$ cat config.mk
export PLATFORM = sky130hd
export DESIGN_NAME = power_loss_state_control
export DESIGN_NICKNAME = d
export VERILOG_FILES = /design/src/rtl/flag_sync.v /design/src/rtl/power_loss_state_control.v
export VERILOG_INCLUDE_DIRS = /design/src /design/src/rtl
export SDC_FILE = /design/constraint.sdc
export NUM_CORES = 1
export LEC_CHECK = 0
export BUFFER_PORTS_ARGS = -buffer_cell sky130_fd_sc_hd__buf_2
export CAP_MARGIN = 30
export CORE_ASPECT_RATIO = 2
export CORE_MARGIN = 5
export CORE_UTILIZATION = 35
export CTS_CLUSTER_DIAMETER = 40
export CTS_CLUSTER_SIZE = 10
export DETAILED_ROUTE_END_ITERATION = 8
export GPL_ROUTABILITY_DRIVEN = 0
export GPL_TIMING_DRIVEN = 0
export PLACE_DENSITY = 0.57
export SETUP_SLACK_MARGIN = 0.1
export SYNTH_ARGS = -nofsm -noshare
export SYNTH_HDL_FRONTEND = slang
export SYNTH_SLANG_ARGS = --single-unit
$ cat constraint.sdc
create_clock -name clk_sys -period 8.7 [get_ports clk_sys]
set_clock_uncertainty 0.2 [all_clocks]
set_input_delay 0.435 -clock clk_sys [delete_from_list [all_inputs] [get_ports clk_sys]]
set_output_delay 0.435 -clock clk_sys [all_outputs]
set_load 0.02 [all_outputs]
$ cat src/rtl/power_loss_state_control_consts.vh
// Purpose: constants for the power-loss state controller
// Assumes: 250 MHz system clock, classic Wishbone register access
// Notes:   offsets are byte addresses of 32-bit words
`ifndef POWER_LOSS_STATE_CONTROL_CONSTS_VH
`define POWER_LOSS_STATE_CONTROL_CONSTS_VH

// ***************************************
// operating states
// ***************************************
`define ST_W            3
`define ST_HOLD         3'h0
`define ST_SOFTSTART    3'h1
`define ST_NORMAL       3'h2
`define ST_HEALTH       3'h3
`define ST_SUPPLEMENT   3'h4
`define ST_SUPDIS       3'h5
`define ST_SHUTDOWN     3'h6

// ***************************************
// register map
// ***************************************
`define ADDR_STATE      4'h0
`define ADDR_STATUS     4'h4
`define ADDR_MASK       4'h8
`define ADDR_CONFIG     4'hc
`define NUM_SRC         13
`define MASK_RESET      13'h0000
`define OVSEL_RESET     3'h1
`define OVSEL_OFF       3'h0

// ***************************************
// status source bit positions
// ***************************************
`define SRC_IN_OV       0
`define SRC_IN_UV       1
`define SRC_TH_WARN     2
`define SRC_TH_SHUT     3
`define SRC_DROP        4
`define SRC_OC_WARN     5
`define SRC_OC_LIM      6
`define SRC_VB_BAD      7
`define SRC_STR_OV      8
`define SRC_STR_UV      9
`define SRC_SUPP        10
`define SRC_BUCK_FLT    11
`define SRC_BUCK_UV     12
`define SRC_REF_UV      12

// ***************************************
// timing
// ***************************************
`define CLK_MHZ         40'hfa
`define SS_TIME_US      1000
`define SS_CYCLES       (`SS_TIME_US * `CLK_MHZ)
`define HC_TIME_S       240
`define HC_CYCLES       (`HC_TIME_S * 1000000 * `CLK_MHZ)
`define CNT_W           40
`define THR_LOW_MV      640
`define DROP_SUPP_MV    300
`define DROP_SS_MV      200
`define DROP_OC_MV      560

`endif

$ cat src/rtl/flag_sync.v
// Purpose: two-stage synchroniser for a vector of comparator flags
// Assumes: flags are quasi-static analog results
// Notes:   first stage feeds only the second
`timescale 1ns/10ps
module flag_sync #(
	parameter W = 8
) (
	// clock and reset
	input  wire         clk,
	input  wire         rstN,
	// flags
	input  wire [W-1:0] din,
	output wire [W-1:0] dout
);
	reg [W-1:0] stage1Reg;
	reg [W-1:0] stage2Reg;

	genvar i;
	generate
		for (i = 0; i < W; i = i + 1) begin : g_bit
			always @(posedge clk or negedge rstN) begin
				if (!rstN) begin
					stage1Reg[i] <= 1'b0;
					stage2Reg[i] <= 1'b0;
				end else begin
					stage1Reg[i] <= din[i];
					stage2Reg[i] <= stage1Reg[i];
				end
			end
		end
	endgenerate

	assign dout = stage2Reg;
endmodule

$ cat src/rtl/power_loss_state_control.v
// Purpose: state sequencer, enable map and status outputs of a power-loss guard
// Assumes: analog comparators arrive as digital flags; Wishbone classic slave
// Notes:   over-threshold flag per select code is supplied by the analog side
`timescale 1ns/10ps
`include "power_loss_state_control_consts.vh"

// Operation
// - enable map per state: hold/shutdown off, softstart fuse+ref, normal adds boost+blocking
// - overcurrent with large drop, short, over/undervoltage open fuse and enter supplement
// - in 145-155 degree band fuse and blocking on, boost off, interrupt asserted
// - enable low at power arrival keeps disabled; rising enable starts softstart
// - enable falling with valid input enters supplement; depleted storage then disables
// - fuse closes with enable high and sense above low threshold; out of window opens
// - sense low threshold fixed at 0.64 V, not programmable
// - three-bit high threshold select; 000 disables overvoltage, others pick thresholds
// - storage_path_enable low disables blocking switch, buck and boost
// - any unmasked status change asserts interrupt low
// - interrupt released only after status read, stays asserted while fault persists
// - thirteen interrupt sources from input, thermal, fuse, storage, buck, reference
// - seven faults enter supplement: sense low, sense high, input ov, input uv, overcurrent, short, drop
// - softstart lasts until drop below 200 mV and 1 ms timer expired
// - health check entered automatically every four minutes in normal
// - current state readable in a status field
module power_loss_state_control #(
	parameter [`CNT_W-1:0] SS_COUNT = `SS_CYCLES,
	parameter [`CNT_W-1:0] HC_COUNT = `HC_CYCLES
) (
	// clock and reset
	input  wire        clk_sys,
	input  wire        arst_n,
	// wishbone slave
	input  wire        wb_cyc_i,
	input  wire        wb_stb_i,
	input  wire        wb_we_i,
	input  wire [3:0]  wb_adr_i,
	input  wire [3:0]  wb_sel_i,
	input  wire [31:0] wb_dat_i,
	output reg  [31:0] wb_dat_o,
	output reg         wb_ack_o,
	// control pins
	input  wire        enablePin,
	input  wire        storage_path_enable,
	// comparator flags
	input  wire        inputPowerValid,
	input  wire        senseAboveLow,
	input  wire        senseAboveHigh,
	input  wire        inputOv,
	input  wire        inputUv,
	input  wire        fuseOcWarn,
	input  wire        fuseOcLimit,
	input  wire        dropOverOc,
	input  wire        dropOverSupp,
	input  wire        dropBelowSs,
	input  wire        busShort,
	input  wire        tempWarn,
	input  wire        tempBand,
	input  wire        tempShut,
	input  wire        storageGood,
	input  wire        storageDepleted,
	input  wire        storageOv,
	input  wire        storageUv,
	input  wire        blockSideBad,
	input  wire        buckFault,
	input  wire        buckUv,
	input  wire        refUv,
	input  wire        healthFail,
	// enables and status
	output reg         fuseEnable,
	output reg         boostEnable,
	output reg         buckEnable,
	output reg         blocking_switch,
	output reg         refEnable,
	output reg         healthActive,
	output reg         power_loss_flag,
	output reg         output_power_good,
	output reg         storage_power_good,
	output reg         interrupt_n_out,
	output reg  [2:0]  input_sense_high_threshold_select
);
	localparam NF = 24;

	// ***************************************
	// reset release
	// ***************************************
	reg rstMetaReg;
	reg rstReg;
	always @(posedge clk_sys or negedge arst_n) begin
		if (!arst_n) begin
			rstMetaReg <= 1'b0;
			rstReg     <= 1'b0;
		end else begin
			rstMetaReg <= 1'b1;
			rstReg     <= rstMetaReg;
		end
	end

	// ***************************************
	// input synchronisation
	// ***************************************
	wire [NF-1:0] rawFlags;
	wire [NF-1:0] sf;
	assign rawFlags = {healthFail, refUv, buckUv, buckFault, blockSideBad, storageUv,
		storageOv, storageDepleted, storageGood, tempShut, tempBand, tempWarn, busShort,
		dropBelowSs, dropOverSupp, dropOverOc, fuseOcLimit, fuseOcWarn, inputUv, inputOv,
		senseAboveHigh, senseAboveLow, inputPowerValid, enablePin};

	flag_sync #(
		.W(NF)
	) u_sync (
		.clk  (clk_sys),
		.rstN (rstReg),
		.din  (rawFlags),
		.dout (sf)
	);

	wire sEn      = sf[0];
	wire sPwr     = sf[1];
	wire sAbvLow  = sf[2];  // fixed 0.64 V comparator
	wire sAbvHigh = sf[3];
	wire sInOv    = sf[4];
	wire sInUv    = sf[5];
	wire sOcWarn  = sf[6];
	wire sOcLim   = sf[7];
	wire sDropOc  = sf[8];
	wire sDropSup = sf[9];
	wire sDropSs  = sf[10];
	wire sShort   = sf[11];
	wire sTWarn   = sf[12];
	wire sTBand   = sf[13];
	wire sTShut   = sf[14];
	wire sStrGood = sf[15];
	wire sStrDep  = sf[16];
	wire sStrOv   = sf[17];
	wire sStrUv   = sf[18];
	wire sVbBad   = sf[19];
	wire sBuckF   = sf[20];
	wire sBuckUv  = sf[21];
	wire sRefUv   = sf[22];
	wire sHFail   = sf[23];

	// ***************************************
	// registers
	// ***************************************
	reg [`ST_W-1:0]    stateReg;
	reg [`ST_W-1:0]    stateNext;
	reg [`NUM_SRC-1:0] statusReg;
	reg [`NUM_SRC-1:0] maskReg;
	reg [`NUM_SRC-1:0] prevSrcReg;
	reg [`CNT_W-1:0]   ssCntReg;
	reg [`CNT_W-1:0]   hcCntReg;
	reg                enPrevReg;

	wire ovArmed  = (input_sense_high_threshold_select != `OVSEL_OFF);
	wire senseHi  = ovArmed & sAbvHigh;
	wire ocTrip   = sOcLim & sDropOc;
	wire faultIn  = ~sAbvLow | senseHi | sInOv | sInUv | ocTrip | sShort | sDropSup;
	wire enRise   = sEn & ~enPrevReg;
	wire ssDone   = (ssCntReg >= SS_COUNT) & sDropSs;
	wire hcDue    = (hcCntReg >= HC_COUNT);

	// ***************************************
	// next state
	// ***************************************
	always @* begin
		stateNext = stateReg;
		case (stateReg)
			`ST_HOLD: begin
				if (enRise && sPwr && sAbvLow && !sTShut) begin
					stateNext = `ST_SOFTSTART;
				end
			end
			`ST_SOFTSTART: begin
				if (sTShut) begin
					stateNext = `ST_SHUTDOWN;
				end else if (!sEn || faultIn) begin
					stateNext = `ST_HOLD;
				end else if (ssDone) begin
					stateNext = `ST_NORMAL;
				end
			end
			`ST_NORMAL, `ST_HEALTH, `ST_SUPDIS: begin
				if (sTShut) begin
					stateNext = `ST_SHUTDOWN;
				end else if ((!sEn && sPwr) || faultIn) begin
					stateNext = `ST_SUPPLEMENT;
				end else if (stateReg == `ST_NORMAL && hcDue) begin
					stateNext = `ST_HEALTH;
				end else if (stateReg == `ST_HEALTH && (sHFail || !sStrGood)) begin
					stateNext = `ST_SUPDIS;
				end else if (stateReg == `ST_HEALTH) begin
					stateNext = `ST_NORMAL;
				end else if (stateReg == `ST_SUPDIS && sStrGood && !sTBand) begin
					stateNext = `ST_NORMAL;
				end else if (stateReg == `ST_NORMAL && (!sStrGood || sTBand)) begin
					stateNext = `ST_SUPDIS;
				end
			end
			`ST_SUPPLEMENT: begin
				if (sTShut) begin
					stateNext = `ST_SHUTDOWN;
				end else if (sStrDep || sBuckUv) begin
					stateNext = `ST_HOLD;
				end else begin
					stateNext = `ST_SUPPLEMENT;
				end
			end
			`ST_SHUTDOWN: begin
				if (sTShut || sOcLim) begin
					stateNext = `ST_SHUTDOWN;
				end else if (sEn && sAbvLow) begin
					stateNext = `ST_SOFTSTART;
				end else begin
					stateNext = `ST_HOLD;
				end
			end
			default: begin
				stateNext = `ST_HOLD;
			end
		endcase
	end

	// ***************************************
	// state, timers, outputs
	// ***************************************
	wire [`NUM_SRC-1:0] src;
	assign src = {sRefUv | sBuckUv, sBuckF, stateReg == `ST_SUPPLEMENT, sStrUv, sStrOv,
		sVbBad, sOcLim, sOcWarn, sDropSup, sTShut, sTWarn | sTBand, sInUv, sInOv};

	wire busReq   = wb_cyc_i & wb_stb_i & ~wb_ack_o;
	wire statRead = busReq & ~wb_we_i & (wb_adr_i == `ADDR_STATUS);
	wire [`NUM_SRC-1:0] change = (src ^ prevSrcReg) & ~maskReg;
	// read clears, but a condition still present re-latches
	wire [`NUM_SRC-1:0] statusNext = (statRead ? (src & ~maskReg) : statusReg) | change;
	wire gate = storage_path_enable;
	wire isSupp = (stateNext == `ST_SUPPLEMENT);

	always @(posedge clk_sys or negedge rstReg) begin
		if (!rstReg) begin
			stateReg           <= `ST_HOLD;
			statusReg          <= {`NUM_SRC{1'b0}};
			prevSrcReg         <= {`NUM_SRC{1'b0}};
			ssCntReg           <= {`CNT_W{1'b0}};
			hcCntReg           <= {`CNT_W{1'b0}};
			enPrevReg          <= 1'b1;
			fuseEnable         <= 1'b0;
			boostEnable        <= 1'b0;
			buckEnable         <= 1'b0;
			blocking_switch    <= 1'b0;
			refEnable          <= 1'b0;
			healthActive       <= 1'b0;
			power_loss_flag    <= 1'b0;
			output_power_good  <= 1'b0;
			storage_power_good <= 1'b0;
			interrupt_n_out    <= 1'b1;
		end else begin
			stateReg   <= stateNext;
			enPrevReg  <= sEn;
			prevSrcReg <= src;
			statusReg  <= statusNext;
			ssCntReg   <= (stateReg == `ST_SOFTSTART && ssCntReg < SS_COUNT) ?
				ssCntReg + 1'b1 : ((stateReg == `ST_SOFTSTART) ? ssCntReg : {`CNT_W{1'b0}});
			hcCntReg   <= (stateReg == `ST_NORMAL && !hcDue) ?
				hcCntReg + 1'b1 : {`CNT_W{1'b0}};
			// registered enable map
			case (stateNext)
				`ST_SOFTSTART: begin
					{fuseEnable, boostEnable, buckEnable, blocking_switch, refEnable}
						<= 5'h11;
				end
				`ST_NORMAL, `ST_HEALTH: begin
					fuseEnable      <= 1'b1;
					boostEnable     <= gate & ~sTBand;
					buckEnable      <= 1'b0;
					blocking_switch <= gate;
					refEnable       <= 1'b1;
				end
				`ST_SUPPLEMENT: begin
					{fuseEnable, boostEnable, refEnable} <= 3'h1;
					buckEnable      <= gate;
					blocking_switch <= gate;
				end
				`ST_SUPDIS: begin
					fuseEnable      <= 1'b1;
					boostEnable     <= 1'b0;
					buckEnable      <= 1'b0;
					blocking_switch <= gate;
					refEnable       <= 1'b1;
				end
				default: begin
					{fuseEnable, boostEnable, buckEnable, blocking_switch, refEnable}
						<= 5'h00;
				end
			endcase
			healthActive       <= (stateNext == `ST_HEALTH);
			power_loss_flag    <= (stateNext == `ST_NORMAL) || (stateNext == `ST_HEALTH) ||
				(stateNext == `ST_SUPDIS);
			output_power_good  <= (stateNext == `ST_NORMAL) || (stateNext == `ST_HEALTH) ||
				(stateNext == `ST_SUPDIS);
			storage_power_good <= ((stateNext == `ST_NORMAL) || (stateNext == `ST_HEALTH) ||
				((stateNext == `ST_SUPDIS) && sTBand)) &
				sStrGood & gate & ~isSupp;
			interrupt_n_out    <= ~(|statusNext);
		end
	end

	// ***************************************
	// wishbone slave
	// ***************************************
	always @(posedge clk_sys or negedge rstReg) begin
		if (!rstReg) begin
			wb_ack_o <= 1'b0;
			wb_dat_o <= 32'h00000000;
			maskReg  <= `MASK_RESET;
			input_sense_high_threshold_select <= `OVSEL_RESET;
		end else begin
			wb_ack_o <= busReq;
			wb_dat_o <= 32'h00000000;
			if (busReq && wb_we_i && wb_sel_i[0]) begin
				if (wb_adr_i == `ADDR_MASK) begin
					maskReg[7:0] <= wb_dat_i[7:0];
				end
				if (wb_adr_i == `ADDR_CONFIG) begin
					input_sense_high_threshold_select <= wb_dat_i[2:0];
				end
			end
			if (busReq && wb_we_i && wb_sel_i[1] && wb_adr_i == `ADDR_MASK) begin
				maskReg[`NUM_SRC-1:8] <= wb_dat_i[`NUM_SRC-1:8];
			end
			if (busReq && !wb_we_i) begin
				case (wb_adr_i)
					`ADDR_STATE:  wb_dat_o <= {29'h0, stateReg};
					`ADDR_STATUS: wb_dat_o <= {19'h0, statusReg};
					`ADDR_MASK:   wb_dat_o <= {19'h0, maskReg};
					`ADDR_CONFIG: wb_dat_o <= {29'h0, input_sense_high_threshold_select};
					default:      wb_dat_o <= 32'h00000000;
				endcase
			end
		end
	end
endmodule

==> out/metrics.csv <==
metric,value,unit
worstSetupPathType,reg -> reg,
period_share,35.20,%
place_area,0.008915,mm²
total_leakage_power,4.425,nW
pre_cts_ws,5607,ps
crit_chain,clkbuf_1 > nor2b_1 > a21o_1 > nor3b_1 > nand2_1 > and3_4 > inv_2 > ha_1 > o211ai_1 > a211oi_2,
syn_inst,692,
synthSimpleGateAreaFrac,18.30,%
vias_per_cell,4.847,
initial_core_util,35.41,%
outcome,finished clean,
cp.arrival,3210,ps
detail_route.iter0.violations,263,
power.total,2.029,mW
synth_compound_area_share,7.505,%
hold_viol,0,
finalSetupTns,0,ps
synth-main-ff-cell,dfrtp_1,
path_delay_family,simple AND/OR/NAND/NOR gates,
drv_slew,0,
rows,78,
wirelength,17740,µm
synth.avg_cell_area,11.64,µm²
yosysSeqAreaShare,61.89,%
cts_resized,0,
grt_max_degree,72,
clock-sinks,199,
syn_to_final_growth,21.49,%
nets,912,
clock_latency,440,ps
synth.area.mux_share,3.325,%
synth_fa_ha_area_share,0.7769,%
grt_setup_unrepaired,no,
antenna_found_initial,0,
drive_gt1_share,20.35,%
cts_root_buffer,clkbuf_16,
grt_first_pass_wirelength,29260,µm
ioPinCount,116,
ys_types,69,
postLayoutCellArea,0.009783,mm²
drc,0,
fmax,326.5,MHz
die_area,0.02632,mm²
period_needed,3063,ps
maxCapViolCount,0,
async_flop_share,100.0,%
tightest_slew,854.6,ps
synth_top_cell_by_area,dfrtp_1,
drt-pass1-iter-count,4,
core,0.02274,mm²
synth_area_leaders,"dfrtp_1 (61%), nor2_1 (4.0%), and3_1 (2.4%)",
synth-edff-count,0,
clk_pin_slew,70,ps
grt_pass1_vias,5767,
synth_top_family_by_area,simple AND/OR/NAND/NOR gates,
gr-total-overflow,0,
worst_hold_slack,27.16,ps
setup-violations-final,0,
wl_per_cell,15.70,µm
startpoint_type,register,
dpl.hpwl,13040,µm
path_max_fanout,9,
cp_num_buf_inv,2,
numCtsBuffers,17,
slew_headroom,43.03,%
ctsHtreeMaxLevel,4,
synth.cell_area,0.008053,mm²
antenna_left,0,
portBuffers,74,
route.vias.total,5477,
clockBufferDepth,2,
dp_cells,1070,
track_usage,14.42,%
yosysTopAreaCellShare,60.91,%
die_h,224.5,µm
synth_xor_area_share,4.242,%
fin_ws,5637,ps
cts_tree,done,
vdd_drop_max,140.1,µV
slowest_delay,470,ps
cp-end-kind,register,
die_w,117.3,µm
synth-seq-cells,199,
hold_path.class,in -> reg,
diodes,0,
stdcell_count,1130,
utilization,43.02,%
p_per_area,207.3,mW/mm²
required,8840,ps
synth_warnings,0,
slowest_stage,nor2b_1,
-- worst register-to-register path, stage by stage (launching register included) --
cell      delay [ps]
dfrtp_1          320
clkbuf_1         310
nor2b_1          470
a21o_1           210
nor3b_1          390
nand2_1          150
and3_4           250
inv_2             70
ha_1             220
o211ai_1         110
a211oi_2         260
-- cell usage in the layout (no fill, tap or decap), types with 17 or more instances in the layout --
cell,n
clkbuf_16,17
clkbuf_1,19
dlygate4sd3_1,28
o21ai_0,17
xnor2_1,18
a21oi_1,19
nand3_1,28
conb_1,24
nor2_1,86
buf_4,20
buf_2,76
and3_1,31
nand2_1,41
xor2_1,21
dfrtp_1,195
-- power by group --
part	internal (mW)	switching [mW]	total [mW]
combinational	0.0983	0.150	0.248
clock	0.408	0.377	0.785
sequential	0.965	0.0303	0.996
total	1.47	0.557	2.03
-- Yosys cell counts (all sizes together) (3+ instances only) --
cell    count
a22oi      10
a21oi      19
o31ai       4
nand2b      5
clkbuf     20
o21ai      17
o21bai      3
nor3       11
mux4        3
dfrtp     196
xor2       21
or2         3
nand2      42
a211oi      3
nand4      16
nand3      28
nor4       11
inv        17
nor3b       3
nor2b       5
and4        8
or3         9
mux2       16
and2        5
o211ai      3
buf        23
dfstp       3
xnor2      18
and3       34
ha          5
a22o       10
nor2       86
-- flip-flops by register name (all words and copies together), names as in the netlist, 3 cells and up --
register and cells:
statusReg 13, stateReg 3, hcCntReg 40, input_sense_high_threshold_select 3, maskReg 13, ssCntReg 40, u_sync.stage1Reg 24, u_sync.dout 24
wb_dat_o 13, prevSrcReg 13
-- cell type report --
cell class	instances	area, µm²
clock inverters	15	162.7
fillers	2167	12960
flip-flops and latches	199	4987
multi-input cells	455	2840
well taps	280	350.3
inverters	17	63.81
clock buffers	17	425.4
repair buffers	104	705.7
plain buffers	43	247.7
-- what timing repair did --
action	CTS	global route
hold buffers	28	0
endpoints found under the setup margin	0	0
hold endpoints to repair	29	0
setup buffers	0	0
-- path summary, 6_finish.rpt --
check	end	cells after the start	from	slack (ps)
min in group asynchronous	rstReg	2	arst_n	100
min reg2reg	u_sync.dout[14]	0	u_sync.stage1Reg[14]	150
max	storage_power_good	10	stateReg[0]	5640
max in group asynchronous	hcCntReg[8]	2	rstReg	6870
max reg2reg	storage_power_good	10	stateReg[0]	5640
min	maskReg[7]	2	wb_dat_i[7]	30
-- routing by layer --
layer  GRT usage (%)  share of wire (%)  routed length (µm)
met1           15.83                 38                6760
met2           26.35                 56                9995
met3           3.554                4.0                 708
met4           4.963                1.6                 277
met5               0                  0                   0
-- logic make-up after synthesis --
group	after synthesis
other	2
adders and majority gates	5
buffers and inverters	60
muxes	21
and+or+nand+nor	279
xor gates and xnor gates	39
AOI/OAI and AO/OA	87
DFF	199
(Power assumes the default switching activity.)
